## config.mk

```make
export PLATFORM = sky130hd
export DESIGN_NAME = ptplat_regs
export DESIGN_NICKNAME = d
export VERILOG_FILES = /design/src/common/ptplat_pkg.sv /design/src/verilog/ptplat_regs.sv /design/src/verilog/ptplat_ts_word.sv /design/src/verilog/ptplat_asym_adj.sv
export SDC_FILE = /design/constraint.sdc
export NUM_CORES = 1
export LEC_CHECK = 0
export BUFFER_PORTS_ARGS = -buffer_cell sky130_fd_sc_hd__clkbuf_2
export CORE_MARGIN = 2
export CORE_UTILIZATION = 40
export CTS_CLUSTER_DIAMETER = 80
export DETAILED_ROUTE_END_ITERATION = 6
export MAX_ROUTING_LAYER = met4
export SYNTH_ARGS = -nofsm -noshare
export SYNTH_HDL_FRONTEND = slang
export SYNTH_HIERARCHICAL = 1
export SYNTH_SLANG_ARGS = --single-unit
```

## constraint.sdc

```tcl
create_clock -name core_clk_i -period 11.21 [get_ports core_clk_i]
set_input_delay 2.242 -clock core_clk_i [delete_from_list [all_inputs] [get_ports core_clk_i]]
set_output_delay 2.242 -clock core_clk_i [all_outputs]
set_load 0.005 [all_outputs]
```

## src/common/ptplat_pkg.sv

```systemverilog
// Package with register map, field layout and reset values of the timestamp and latency bank
package ptplat_pkg;

    // ==================================================
    // Register indices (printed offsets are not all multiples of four)
    localparam logic [11:0] P1_DREQ_LOW_IDX = 12'h0648;
    localparam logic [11:0] P1_DREQ_HIGH_IDX = 12'h064a;
    localparam logic [11:0] P1_SYNC_LOW_IDX = 12'h064c;
    localparam logic [11:0] P1_SYNC_HIGH_IDX = 12'h064e;
    localparam logic [11:0] P1_PRESP_LOW_IDX = 12'h0650;
    localparam logic [11:0] P1_PRESP_HIGH_IDX = 12'h0652;
    localparam logic [11:0] P2_RX_LAT_IDX = 12'h0660;
    localparam logic [11:0] P2_TX_LAT_IDX = 12'h0662;
    localparam logic [11:0] P2_ASYM_IDX = 12'h0664;
    localparam logic [11:0] P2_LINK_DLY_IDX = 12'h0666;
    // Byte address is four times the index
    localparam int ADDR_W = 14;
    localparam int IDX_LSB = 2;

    // ==================================================
    // Field layout
    localparam int HIGH_SEC_MSB = 15;
    localparam int HIGH_SEC_LSB = 14;
    localparam int HIGH_NS_MSB = 13;
    localparam int ASYM_SIGN_BIT = 15;
    localparam int ASYM_MAG_MSB = 14;
    localparam int NS_LOW_MSB = 15;
    localparam int NS_HIGH_LSB = 16;
    localparam int NS_HIGH_MSB = 29;

    // ==================================================
    // Reset values
    localparam logic [15:0] TS_RESET = 16'h0000;
    localparam logic [15:0] RX_LAT_RESET = 16'h019f;
    localparam logic [15:0] TX_LAT_RESET = 16'h002d;
    localparam logic [15:0] ASYM_RESET = 16'h0000;
    localparam logic [15:0] LINK_DLY_RESET = 16'h0000;

    // ==================================================
    // Timestamp classes and AXI responses
    localparam int N_CLASS = 3;
    localparam int CLS_DREQ = 0;
    localparam int CLS_SYNC = 1;
    localparam int CLS_PRESP = 2;
    localparam logic [1:0] RESP_OKAY = 2'h0;
    localparam logic [1:0] RESP_SLVERR = 2'h2;

endpackage

```

## src/verilog/ptplat_regs.sv

```systemverilog
// Top: AXI4-Lite register bank for port 1 egress timestamps and port 2 calibration
//
// Overview of operation
// RULE_01: The Delay_Req/Pdelay_Req egress low word holds nanoseconds 15..0 and is readable and writable.
// RULE_02: Its high word holds seconds 1..0 in bits 15..14 and nanoseconds 29..16 in bits 13..0.
// RULE_03: The Sync egress low word holds nanoseconds 15..0 and resets to zero.
// RULE_04: The Sync egress high word holds seconds 1..0 on top and nanoseconds 29..16 below.
// RULE_05: The Pdelay_Resp egress low word holds nanoseconds 15..0.
// RULE_06: The Pdelay_Resp egress high word holds seconds 1..0 in 15..14 and nanoseconds 29..16 in 13..0.
// RULE_07: Port 2 receive latency is a 16-bit nanosecond setting resetting to 415.
// RULE_08: Port 2 transmit latency is a 16-bit nanosecond setting resetting to 45.
// RULE_09: Port 2 asymmetry is sign-magnitude, bit 15 set meaning the 15-bit magnitude is negative.
// RULE_10: The asymmetry is added for ingress Sync/Pdelay_Resp and subtracted for egress requests.
// RULE_11: Port 2 link delay is a 16-bit readable and writable nanosecond setting resetting to zero.
// RULE_12: Each port 1 egress of a timestamped class overwrites both words of that class together.
//
// Decided for this implementation: register access over AXI4-Lite.
`timescale 1ns/1ns
module ptplat_regs
    import ptplat_pkg::*;
(
    // Clock and reset
    input wire logic core_clk_i,
    input wire logic nrst_i,
    // AXI4-Lite write address
    input wire logic [ADDR_W-1:0] s_axi_awaddr_i,
    input wire logic s_axi_awvalid_i,
    output logic s_axi_awready_o,
    // AXI4-Lite write data
    input wire logic [31:0] s_axi_wdata_i,
    input wire logic [3:0] s_axi_wstrb_i,
    input wire logic s_axi_wvalid_i,
    output logic s_axi_wready_o,
    // AXI4-Lite write response
    output logic [1:0] s_axi_bresp_o,
    output logic s_axi_bvalid_o,
    input wire logic s_axi_bready_i,
    // AXI4-Lite read address
    input wire logic [ADDR_W-1:0] s_axi_araddr_i,
    input wire logic s_axi_arvalid_i,
    output logic s_axi_arready_o,
    // AXI4-Lite read data
    output logic [31:0] s_axi_rdata_o,
    output logic [1:0] s_axi_rresp_o,
    output logic s_axi_rvalid_o,
    input wire logic s_axi_rready_i,
    // Port 1 egress capture, one-cycle strobes per class
    input wire logic [N_CLASS-1:0] p1_egress_cap_i,
    input wire logic [1:0] p1_egress_sec_i,
    input wire logic [29:0] p1_egress_ns_i,
    // Port 2 correction field update
    input wire logic p2_corr_valid_i,
    input wire logic p2_corr_ingress_i,
    input wire logic [63:0] p2_corr_i,
    output logic p2_corr_valid_o,
    output logic [63:0] p2_corr_o,
    // Port 2 settings to the timestamp path
    output logic [15:0] p2_receive_latency_o,
    output logic [15:0] p2_transmit_latency_o,
    output logic [15:0] p2_link_delay_o
);

    // ==================================================
    // Write channel capture
    logic aw_held;
    logic w_held;
    logic [ADDR_W-1:0] aw_addr;
    logic [31:0] w_data;
    logic [3:0] w_strb;
    logic wr_go;
    logic [11:0] wr_idx;
    logic wr_hit;

    assign s_axi_awready_o = !aw_held && !s_axi_bvalid_o;
    assign s_axi_wready_o = !w_held && !s_axi_bvalid_o;
    assign wr_go = aw_held && w_held && !s_axi_bvalid_o;
    assign wr_idx = aw_addr[ADDR_W-1:IDX_LSB];

    always_ff @(posedge core_clk_i) begin
        if (!nrst_i) begin
            aw_held <= 1'b0;
            aw_addr <= '0;
        end else if (s_axi_awvalid_i && s_axi_awready_o) begin
            aw_held <= 1'b1;
            aw_addr <= s_axi_awaddr_i;
        end else if (wr_go) begin
            aw_held <= 1'b0;
        end
    end

    always_ff @(posedge core_clk_i) begin
        if (!nrst_i) begin
            w_held <= 1'b0;
            w_data <= 32'h0000_0000;
            w_strb <= 4'h0;
        end else if (s_axi_wvalid_i && s_axi_wready_o) begin
            w_held <= 1'b1;
            w_data <= s_axi_wdata_i;
            w_strb <= s_axi_wstrb_i;
        end else if (wr_go) begin
            w_held <= 1'b0;
        end
    end

    // ==================================================
    // Write decode
    logic [N_CLASS-1:0] wr_low;
    logic [N_CLASS-1:0] wr_high;
    logic wr_rx;
    logic wr_tx;
    logic wr_asym;
    logic wr_link;

    always_comb begin
        wr_low = '0;
        wr_high = '0;
        wr_rx = 1'b0;
        wr_tx = 1'b0;
        wr_asym = 1'b0;
        wr_link = 1'b0;
        wr_hit = 1'b1;
        if (wr_idx == P1_DREQ_LOW_IDX) begin
            wr_low[CLS_DREQ] = wr_go;
        end else if (wr_idx == P1_DREQ_HIGH_IDX) begin
            wr_high[CLS_DREQ] = wr_go;
        end else if (wr_idx == P1_SYNC_LOW_IDX) begin
            wr_low[CLS_SYNC] = wr_go;
        end else if (wr_idx == P1_SYNC_HIGH_IDX) begin
            wr_high[CLS_SYNC] = wr_go;
        end else if (wr_idx == P1_PRESP_LOW_IDX) begin
            wr_low[CLS_PRESP] = wr_go;
        end else if (wr_idx == P1_PRESP_HIGH_IDX) begin
            wr_high[CLS_PRESP] = wr_go;
        end else if (wr_idx == P2_RX_LAT_IDX) begin
            wr_rx = wr_go;
        end else if (wr_idx == P2_TX_LAT_IDX) begin
            wr_tx = wr_go;
        end else if (wr_idx == P2_ASYM_IDX) begin
            wr_asym = wr_go;
        end else if (wr_idx == P2_LINK_DLY_IDX) begin
            wr_link = wr_go;
        end else begin
            wr_hit = 1'b0;
        end
    end

    always_ff @(posedge core_clk_i) begin
        if (!nrst_i) begin
            s_axi_bvalid_o <= 1'b0;
            s_axi_bresp_o <= RESP_OKAY;
        end else if (wr_go) begin
            s_axi_bvalid_o <= 1'b1;
            s_axi_bresp_o <= wr_hit ? RESP_OKAY : RESP_SLVERR;
        end else if (s_axi_bready_i) begin
            s_axi_bvalid_o <= 1'b0;
        end
    end

    function automatic logic [15:0] merge(input logic [15:0] old, input logic [15:0] d, input logic [1:0] s);
        merge = {s[1] ? d[15:8] : old[15:8], s[0] ? d[7:0] : old[7:0]};
    endfunction

    // ==================================================
    // Timestamp words, one instance per class
    logic [15:0] ts_low [N_CLASS];
    logic [15:0] ts_high [N_CLASS];

    generate
        for (genvar c = 0; c < N_CLASS; c++) begin : g_cls
            ptplat_ts_word u_ts (
                .core_clk_i(core_clk_i),
                .nrst_i(nrst_i),
                .cap_i(p1_egress_cap_i[c]), // RULE_12
                .cap_sec_i(p1_egress_sec_i),
                .cap_ns_i(p1_egress_ns_i),
                .wr_low_i(wr_low[c]), // RULE_01 RULE_03 RULE_05
                .wr_high_i(wr_high[c]), // RULE_02 RULE_04 RULE_06
                .wdata_i(w_data[15:0]),
                .wstrb_i(w_strb[1:0]),
                .low_o(ts_low[c]),
                .high_o(ts_high[c])
            );
        end
    endgenerate

    // ==================================================
    // Port 2 calibration settings
    logic [15:0] p2_asym;

    always_ff @(posedge core_clk_i) begin
        if (!nrst_i) begin
            p2_receive_latency_o <= RX_LAT_RESET; // RULE_07
        end else if (wr_rx) begin
            p2_receive_latency_o <= merge(p2_receive_latency_o, w_data[15:0], w_strb[1:0]); // RULE_07
        end
    end

    always_ff @(posedge core_clk_i) begin
        if (!nrst_i) begin
            p2_transmit_latency_o <= TX_LAT_RESET; // RULE_08
        end else if (wr_tx) begin
            p2_transmit_latency_o <= merge(p2_transmit_latency_o, w_data[15:0], w_strb[1:0]); // RULE_08
        end
    end

    always_ff @(posedge core_clk_i) begin
        if (!nrst_i) begin
            p2_asym <= ASYM_RESET;
        end else if (wr_asym) begin
            p2_asym <= merge(p2_asym, w_data[15:0], w_strb[1:0]); // RULE_09
        end
    end

    always_ff @(posedge core_clk_i) begin
        if (!nrst_i) begin
            p2_link_delay_o <= LINK_DLY_RESET; // RULE_11
        end else if (wr_link) begin
            p2_link_delay_o <= merge(p2_link_delay_o, w_data[15:0], w_strb[1:0]); // RULE_11
        end
    end

    ptplat_asym_adj u_asym (
        .core_clk_i(core_clk_i),
        .nrst_i(nrst_i),
        .asym_i(p2_asym),
        .valid_i(p2_corr_valid_i),
        .ingress_i(p2_corr_ingress_i), // RULE_10
        .corr_i(p2_corr_i),
        .valid_o(p2_corr_valid_o),
        .corr_o(p2_corr_o)
    );

    // ==================================================
    // Read channel
    logic [11:0] rd_idx;
    logic [15:0] rd_val;
    logic rd_hit;

    assign s_axi_arready_o = !s_axi_rvalid_o;
    assign rd_idx = s_axi_araddr_i[ADDR_W-1:IDX_LSB];

    always_comb begin
        rd_val = 16'h0000;
        rd_hit = 1'b1;
        if (rd_idx == P1_DREQ_LOW_IDX) begin
            rd_val = ts_low[CLS_DREQ]; // RULE_01
        end else if (rd_idx == P1_DREQ_HIGH_IDX) begin
            rd_val = ts_high[CLS_DREQ]; // RULE_02
        end else if (rd_idx == P1_SYNC_LOW_IDX) begin
            rd_val = ts_low[CLS_SYNC]; // RULE_03
        end else if (rd_idx == P1_SYNC_HIGH_IDX) begin
            rd_val = ts_high[CLS_SYNC]; // RULE_04
        end else if (rd_idx == P1_PRESP_LOW_IDX) begin
            rd_val = ts_low[CLS_PRESP]; // RULE_05
        end else if (rd_idx == P1_PRESP_HIGH_IDX) begin
            rd_val = ts_high[CLS_PRESP]; // RULE_06
        end else if (rd_idx == P2_RX_LAT_IDX) begin
            rd_val = p2_receive_latency_o;
        end else if (rd_idx == P2_TX_LAT_IDX) begin
            rd_val = p2_transmit_latency_o;
        end else if (rd_idx == P2_ASYM_IDX) begin
            rd_val = p2_asym;
        end else if (rd_idx == P2_LINK_DLY_IDX) begin
            rd_val = p2_link_delay_o; // RULE_11
        end else begin
            rd_hit = 1'b0;
        end
    end

    // Data sampled at address acceptance; upper half reads zero
    always_ff @(posedge core_clk_i) begin
        if (!nrst_i) begin
            s_axi_rvalid_o <= 1'b0;
            s_axi_rdata_o <= 32'h0000_0000;
            s_axi_rresp_o <= RESP_OKAY;
        end else if (s_axi_arvalid_i && s_axi_arready_o) begin
            s_axi_rvalid_o <= 1'b1;
            s_axi_rdata_o <= {16'h0000, rd_val};
            s_axi_rresp_o <= rd_hit ? RESP_OKAY : RESP_SLVERR;
        end else if (s_axi_rready_i) begin
            s_axi_rvalid_o <= 1'b0;
        end
    end

endmodule

```

## src/verilog/ptplat_ts_word.sv

```systemverilog
// One timestamp class: low and high words, written by capture or by software
`timescale 1ns/1ns
module ptplat_ts_word
    import ptplat_pkg::*;
(
    // Clock and reset
    input wire logic core_clk_i,
    input wire logic nrst_i,
    // Capture
    input wire logic cap_i,
    input wire logic [1:0] cap_sec_i,
    input wire logic [29:0] cap_ns_i,
    // Software write
    input wire logic wr_low_i,
    input wire logic wr_high_i,
    input wire logic [15:0] wdata_i,
    input wire logic [1:0] wstrb_i,
    // Contents
    output logic [15:0] low_o,
    output logic [15:0] high_o
);

    function automatic logic [15:0] merge(input logic [15:0] old, input logic [15:0] d, input logic [1:0] s);
        merge = {s[1] ? d[15:8] : old[15:8], s[0] ? d[7:0] : old[7:0]};
    endfunction

    // Capture overrides a same-cycle software write so a fresh time is never torn
    always_ff @(posedge core_clk_i) begin
        if (!nrst_i) begin
            low_o <= TS_RESET;
            high_o <= TS_RESET;
        end else if (cap_i) begin
            low_o <= cap_ns_i[NS_LOW_MSB:0]; // RULE_12
            high_o <= {cap_sec_i, cap_ns_i[NS_HIGH_MSB:NS_HIGH_LSB]}; // RULE_12
        end else begin
            if (wr_low_i) begin
                low_o <= merge(low_o, wdata_i, wstrb_i);
            end
            if (wr_high_i) begin
                high_o <= merge(high_o, wdata_i, wstrb_i);
            end
        end
    end

endmodule

```

## src/verilog/ptplat_asym_adj.sv

```systemverilog
// Applies the sign-magnitude asymmetry to a correction field
`timescale 1ns/1ns
module ptplat_asym_adj
    import ptplat_pkg::*;
(
    // Clock and reset
    input wire logic core_clk_i,
    input wire logic nrst_i,
    // Setting
    input wire logic [15:0] asym_i,
    // Request
    input wire logic valid_i,
    input wire logic ingress_i,
    input wire logic [63:0] corr_i,
    // Result
    output logic valid_o,
    output logic [63:0] corr_o
);

    logic [63:0] mag;
    logic neg;

    always_comb begin
        mag = {49'h0, asym_i[ASYM_MAG_MSB:0]}; // RULE_09
        // Ingress adds the signed value, egress subtracts it
        neg = asym_i[ASYM_SIGN_BIT] ^ ~ingress_i; // RULE_09 RULE_10
    end

    always_ff @(posedge core_clk_i) begin
        if (!nrst_i) begin
            valid_o <= 1'b0;
        end else begin
            valid_o <= valid_i;
        end
    end

    always_ff @(posedge core_clk_i) begin
        if (!nrst_i) begin
            corr_o <= 64'h0000_0000_0000_0000;
        end else if (valid_i) begin
            corr_o <= neg ? corr_i - mag : corr_i + mag; // RULE_10
        end
    end

endmodule

```

==> results of run 1 <==
## placed cells by master, fill, tap and decap left out, types with 16 or more instances in the layout
cell type | Yosys | layout
clkbuf_2 | 2 | 284
clkbuf_16 | 0 | 35
o21ai_0 | 81 | 81
nor4_1 | 16 | 16
o31ai_1 | 23 | 22
nor3_1 | 42 | 40
nor2_1 | 146 | 144
ha_1 | 68 | 68
nand2b_1 | 58 | 58
nand2_1 | 304 | 304
a311oi_1 | 101 | 101
dfxtp_1 | 277 | 276
xnor2_1 | 30 | 30
buf_4 | 30 | 25
mux2i_1 | 96 | 96
conb_1 | 1 | 18
xor2_1 | 32 | 31
a21o_1 | 43 | 43
nand3_1 | 39 | 39
a211oi_1 | 116 | 116
nand4_1 | 31 | 31
a21oi_1 | 158 | 158
inv_1 | 34 | 34
## power groups by stage
stage                     Sequential [mW]  Clock [mW]  Combinational (mW)
after detailed placement             1.10           0               0.409
after global routing                 1.09        1.18               0.456
after global placement               1.10           0               0.406
after CTS                            1.08        1.14               0.411
after floorplan                      1.09           0               0.281
final                                1.09        1.12               0.416
## worst min-delay path by stage
| stage | cells past startpoint | endpoint | from | slack, ns |
|---|---|---|---|---|
| 6_report | 2 | aw_addr[2] | aw_addr[2] | 0.45 |
| 3_3_place_gp | 2 | u_asym/corr_o[32] | u_asym/corr_o[32] | 0.44 |
| 5_1_grt | 2 | aw_addr[9] | aw_addr[9] | 0.48 |
| 2_1_floorplan | 2 | aw_addr[2] | aw_addr[2] | 0.43 |
| 4_1_cts | 2 | aw_addr[2] | aw_addr[2] | 0.46 |
| 3_5_place_dp | 2 | aw_addr[2] | aw_addr[2] | 0.45 |
## worst max-delay path, cell delays in order
cell      delay, ns
clkbuf_2       0.12
xor2_2         0.21
buf_4          0.29
o31ai_1        0.25
ha_1           0.46
a21oi_1        0.28
o21ai_0        0.22
a21oi_1        0.21
o211ai_1       0.09
nand3b_1       0.26
a221oi_1       0.68
o21ai_2        0.26
a311oi_1       0.40
nor3_1         0.10
a311o_1        0.32
## per-layer routing
layer / wire length [µm] / global-route usage / vias to the layer above
met4: 2550 / 0.1095 / 0
met5: 0 / - / -
met2: 30820 / 0.4748 / 755
met3: 4189 / 0.03583 / 138
li1: - / - / 8134
met1: 28360 / 0.3789 / 8292
## state kept, by name, indices dropped and copies added (netlist names), 2 cells and up
signal                 cells
s_axi_rdata_o             16
g_cls.u_ts/high_o         48
w_data                    16
aw_addr                   12
p2_asym                   16
p2_receive_latency_o      16
w_strb                     2
p2_transmit_latency_o     16
g_cls.u_ts/low_o          48
u_asym/corr_o             64
p2_link_delay_o           16
## through the flow
step	cell area (µm²)	utilization	worst slack (ns)	std cells	power, mW
after global routing	19680	0.4670	4.978	2844	2.720
final	19680	0.4670	5.240	2844	2.619
after floorplan	17230	-	5.330	2109	1.368
after global placement	18560	0.4406	4.708	2784	1.508
after CTS	19680	0.4670	5.315	2844	2.632
after detailed placement	18560	0.4406	4.761	2784	1.514
## layout make-up
type                            count  area share
Clock buffer                       51     0.05011
Multi-Input combinational cell   1623      0.5386
Sequential cell                   277      0.2819
Timing Repair Buffer              310     0.08204
Tap cell                          539     0.03428
Clock inverter                      9    0.006423
Inverter                           35    0.006677
## cell families (layout without fill, tap and decap cells)
logic type / count (synthesis) / count (layout) / synth area share
AND/OR/NAND/NOR: 720 / 720 / 0.1980
AO/OA/AOI/OAI: 643 / 643 / 0.2568
flip-flops: 277 / 277 / 0.3230
buffers and inverters: 209 / 405 / 0.06523
multiplexers: 111 / 111 / 0.07434
adder cells (fa/ha/maj): 69 / 69 / 0.05073
XOR/XNOR: 62 / 62 / 0.03163
other: 1 / 18 / 0.0002184
==> results.md, run 1 <==
* Status: finished, violations left
* Failing checks: design-rule violations
* PD cells at ~130 nW/µm²
* Gpl congestion at just over 0.9
* Die height at around 210 µm
* Top post-synthesis cells by count: nand2_1, dfxtp_1, a21oi_1
* Worst vdd ir at 0.09386 mV
* Register area at roughly 5500 µm²
* Via-to-Cell Ratio at ~6
* Predominant post-synthesis flop cell: dfxtp_1
* Cells after Synth at about 2,100
* Vias at 17,320
* Overflow after GRT at 0
* 1st-iter DRT viols at approximately 1,500
* Yosys top cell by area: dfxtp_1
* Setup TNS at 0 ns
* Final setup violation count at 0
* Most common cell in the netlist: nand2_1
* Max Slew Vio Count at 0
* Fin. Hold Viols at 0
* Vias in the first global route at about 16,000
* I/O Buffers at roughly 290
* Post-Syn Area per Cell at between 8 and 9 µm²
* Critical path data required time at ~12 ns
* Fmax at ~170 MHz
* Diode count at 0
* Fillcell total at 4,180
* Startpoint Class: input pin
* Ys async rst share at 0
* Skew final at between 0.02 and 0.03 ns
* DR DRC count at 1
* Worst-path clk slew at ~0.05 ns
* Synth Cell Area at around 17,000 µm²
* # hold bufs at CTS at 0
* Switching pwr at ~760 µW
* Worst R2R Start: p2_asym[10]
* Detail Route Antenna Nets at 0
* Minimum clock period at approximately 6.0 ns
* Fin nets at approximately 2,500
* Critical-path maximum fanout at 22
* Setup repair bufs after CTS at 0
* Post-synth EDFFs at 0
* Actual slew at the worst max-slew pin at roughly 1.2 ns
* Part of the power in registers at 0.414
* Routed wire length at between 60 and 70 mm
* Share of layout cells above drive strength 1 at 0.1766
* CP endpoint: u_asym/corr_o[57]
* Worst r2r dst: u_asym/corr_o[57]
* Top-Level Pins at 326
* Area of the multi-input gates at between 10,000 and 15,000 µm²
* CTS max path bufs at 3
* Switching fraction of total power at 0.2916
* #FFs+latches synth at about 280
* Resize count post-CTS at 0
* First-pass GRT wire length at 97.95 mm
* Post-synthesis sequential area ratio at 0.3230
* Clock share of power at 0.427
* Root buf cell: clkbuf_16
* Crit end category: register
* Die X at 211.2 µm
* Combinational Power Share at 0.159
* Max_cap viols at 0
* Starting Density at 0.4075
* Largest net degree at the start of global routing at 86
* Top cell type's share of synthesized area at 0.3230
* Start point of the critical path: p2_corr_ingress_i
* Hpwl dp at between 40 and 50 mm
* Core Area at about 42,000 µm²
* Pre-Repair DR Iteration Count at 7
* Synth warnings at 6
* RSZ-0062 raised after global routing: no
* Wire per inst at approximately 23 µm
* Reg2reg path depth at 13
* Synth unique cells at 80
* Leak Pwr at just over 8 nW
* GRT Total Usage at 0.2945
* Die ar. at 44,590 µm²
* Clock Sinks at ~280
* Final critical-path share of the clock period at 0.5326
* CTS tree: done
* Rel. slew slack at 0.1981
* Worst-Skew Late Latency at approximately 0.55 ns
* Critical path type: in -> reg
* Crit path DAT at between 6 and 7 ns
* Internal power at about 1.9 mW
* Max H-tree Level at 2
* Antenna violations before repair at 0
* Fin Hold WS at around 0.45 ns
* R2r setup slk at between 5 and 6 ns
* Row Count at 75
* Worst Hold Class: reg -> reg
* Total clock buffers created by CTS at 35
* Most area-consuming cells after synthesis: dfxtp_1, nand2_1, mux2i_1
* Area Overhead vs Synth at 14.61%
Power figures use the tool's default switching activity.
==> inputs of run 2 (changes only) <==
--- a/config.mk
+++ b/config.mk
@@ -5,6 +5,7 @@
 export SDC_FILE = /design/constraint.sdc
 export NUM_CORES = 1
 export LEC_CHECK = 0
+export ABC_AREA = 1
 export BUFFER_PORTS_ARGS = -buffer_cell sky130_fd_sc_hd__clkbuf_2
 export CORE_MARGIN = 2
 export CORE_UTILIZATION = 40
==> constraint.sdc (replaced) <==
create_clock -name core_clk_i -period 6 [get_ports core_clk_i]
set_input_delay 1.2 -clock core_clk_i [delete_from_list [all_inputs] [get_ports core_clk_i]]
set_output_delay 1.2 -clock core_clk_i [all_outputs]
set_load 0.005 [all_outputs]
==> run 2 against run 1 <==
Compared with the run above: the run now ends clean; cell area rose by 19%; synthesized cell count rose by 68%; die area rose by 19%; flip-flop and latch count did not move; routed wire length rose by 9.0%; utilization fell by 0.23 points.
==> results.md, run 2 <==
* Final critical-path share of the clock period at 0.6913
* Resize count post-CTS at 0
* Worst vdd ir at between 0.2 and 0.25 mV
* Reg2reg path depth at 21
* Ys async rst share at 0
* Largest net degree at the start of global routing at 77
* Predominant post-synthesis flop cell: dfxtp_1
* #FFs+latches synth at roughly 280
* Yosys top cell by area: dfxtp_1
* Overall power at between 5 and 6 mW
* PD cells at around 220 nW/µm²
* Most common cell after layout, fill and taps aside: nand2_1
* Top cell type's share of synthesized area at 0.2716
* I/O Buffers at ~290
* Rel. slew slack at 0.1883
* Die ar. at around 53,000 µm²
* Routed wire length at around 70 mm
* Crit end category: register
* Post-place setup slack at between 1 and 1.5 ns
* Cell area after layout at between 20,000 and 25,000 µm²
* Worst-Skew Late Latency at 0.59 ns
* Max reg flops at between 60 and 70
* Fin nets at ~4,000
* First-pass GRT wire length at between 100 and 150 mm
* Via-to-Cell Ratio at approximately 4.8
* Detail Route Antenna Nets at 0
* Skew final at between 0.03 and 0.04 ns
* Row Count at 82
* # hold bufs at CTS at 0
* Critical path data required time at about 6.5 ns
* Minimum clock period at roughly 4.1 ns
* Setup TNS at 0 ns
* Critical-path maximum fanout at 22
* Worst-path clk slew at ~0.050 ns
* Actual slew at the worst max-slew pin at about 1.2 ns
* PnR worst setup slack at approximately 1.9 ns
* Post-synthesis sequential area ratio at 0.2716
* Final setup violation count at 0
* Critical path type: in -> reg
* Leak Pwr at about 13 nW
* Synth Cell Area at between 20,000 and 25,000 µm²
* Root buf cell: clkbuf_16
* Fin. Hold Viols at 0
* RSZ-0062 raised after global routing: no
* Largest Register: u_asym/corr_o
* Post-synth EDFFs at 0
* Max_cap viols at 0
* Vias at ~21,000
* Setup repair bufs after CTS at 0
* Top post-synthesis cells by count: nand2_1, inv_1, nor2_1
* Fmax at approximately 240 MHz
* Max Slew Vio Count at 0
* Antenna violations before repair at 1
* R2r setup slk at 2.12 ns
* Synth unique cells at between 50 and 60
* Overflow after GRT at 0
* Synth warnings at 6
* Vias in the first global route at ~20,000
* Most common cell in the netlist: nand2_1
* Leading registers by flop count: u_asym/corr_o (64), g_cls.u_ts/high_o (48), g_cls.u_ts/low_o (48)
* Worst hold path cell count at 2
* Cells after Synth at 3,511
* Crit path DAT at ~4.6 ns
* Pre-Repair DR Iteration Count at 6
* Share of layout cells above drive strength 1 at 0.1316
* Area Overhead vs Synth at 14.40%
* Gpl congestion at 0.9762
* CTS max path bufs at 3
* Core Area at roughly 50,000 µm²
* Starting Density at 0.4061
* Top-Level Pins at ~330
* Post-Syn Area per Cell at about 5.8 µm²
* Most area-consuming cells after synthesis: dfxtp_1, nand2_1, inv_1
* Fin Hold WS at approximately 0.46 ns
* Placed cell area at ~22,000 µm²
* CTS tree: done
* Startpoint Class: input pin
* Die X at approximately 230 µm
* 1st-iter DRT viols at 1,440
* Clock Sinks at 277
* Hpwl dp at 56.80 mm
* Worst Hold Class: reg -> reg
* Total clock buffers created by CTS at 38
* Die height at between 200 and 250 µm
* Wire per inst at ~16 µm
* Status: finished, final reports clean
* Commonest cells after routing, fill and taps aside: nand2_1, inv_1, nor2_1
* GRT Total Usage at 0.2763
* DR DRC count at 0
* Max H-tree Level at 2
## run 2: cell types whose count changed in the layout (fill, tap and decap cells not counted), sizes merged, moves of 14 or more
cell and delta:
nand2 +1073, inv +547, nor2 +377, a211oi -116
a311oi -101, mux2i -96, nand3 +89, nand2b -58
a21o -43, nand4 +28, o31ai -22, buf -15
nor3 -14
## run 2: final timing paths
| kind | start | end |
|---|---|---|
| hold / removal | s_axi_rdata_o[9] | s_axi_rdata_o[9] |
| hold reg to reg | s_axi_rdata_o[9] | s_axi_rdata_o[9] |
| setup / recovery | p2_corr_ingress_i | u_asym/corr_o[44] |
| setup reg to reg | p2_asym[1] | u_asym/corr_o[44] |
## run 2: where the power goes
group	switching (mW)	total (mW)	leakage, nW	internal [mW]
combinational	0.599	0.914	10.1	0.315
clock	0.935	2.27	0.610	1.33
sequential	0.110	2.06	2.28	1.95
total	1.64	5.24	13.0	3.60
## run 2: routing by layer
| metal | track usage | vias to the layer above | share of wire |
|---|---|---|---|
| met5 | - | - | 0 |
| li1 | - | 11090 | - |
| met3 | 0.02741 | 111 | 0.046 |
| met1 | 0.3380 | 9507 | 0.44 |
| met4 | 0.08790 | 0 | 0.031 |
| met2 | 0.4772 | 544 | 0.49 |
## run 2: cell families (layout without fill, tap and decap cells)
group                      after synthesis  count (layout)  share of synthesized area
and+or+nand+nor                       2151            2151                     0.4449
adders and majority gates               69              69                    0.04265
other                                    1              19                  0.0001837
AOI/OAI and AO/OA                      274             274                    0.07788
DFF                                    277             277                     0.2716
xor gates and xnor gates                41              41                    0.01759
buffers and inverters                  698             953                     0.1452
## run 2: worst max-delay path: stages
cell      delay (ns)
clkbuf_2        0.09
inv_1           0.04
or2_2           0.26
nand2_1         0.06
buf_4           0.24
clkinv_1        0.30
o21ai_0         0.58
fa_1            0.40
nand3_1         0.09
nand3_1         0.21
inv_1           0.07
nor2_1          0.15
o21ai_1         0.13
nand2_1         0.23
nand2_1         0.10
nand3_1         0.08
nand3_1         0.19
nand2_1         0.14
inv_1           0.04
## run 2: cell type report
class / count / area (µm²)
Inverter: 591 / 2236
Clock buffer: 57 / 1102
Sequential cell: 277 / 5545
Antenna cell: 1 / 2.502
Fill cell: 5608 / 26910
Tap cell: 672 / 840.8
Clock inverter: 11 / 158.9
Timing Repair Buffer: 294 / 1500
Multi-Input combinational cell: 2553 / 11970
## run 2: per-stage QoR
| stage | utilization | cells |
|---|---|---|
| after floorplan | - | 3528 |
| after global routing | 0.4646 | 4456 |
| after global placement | 0.4395 | 4387 |
| after detailed placement | 0.4395 | 4387 |
| final | 0.4646 | 4456 |
| after CTS | 0.4646 | 4455 |
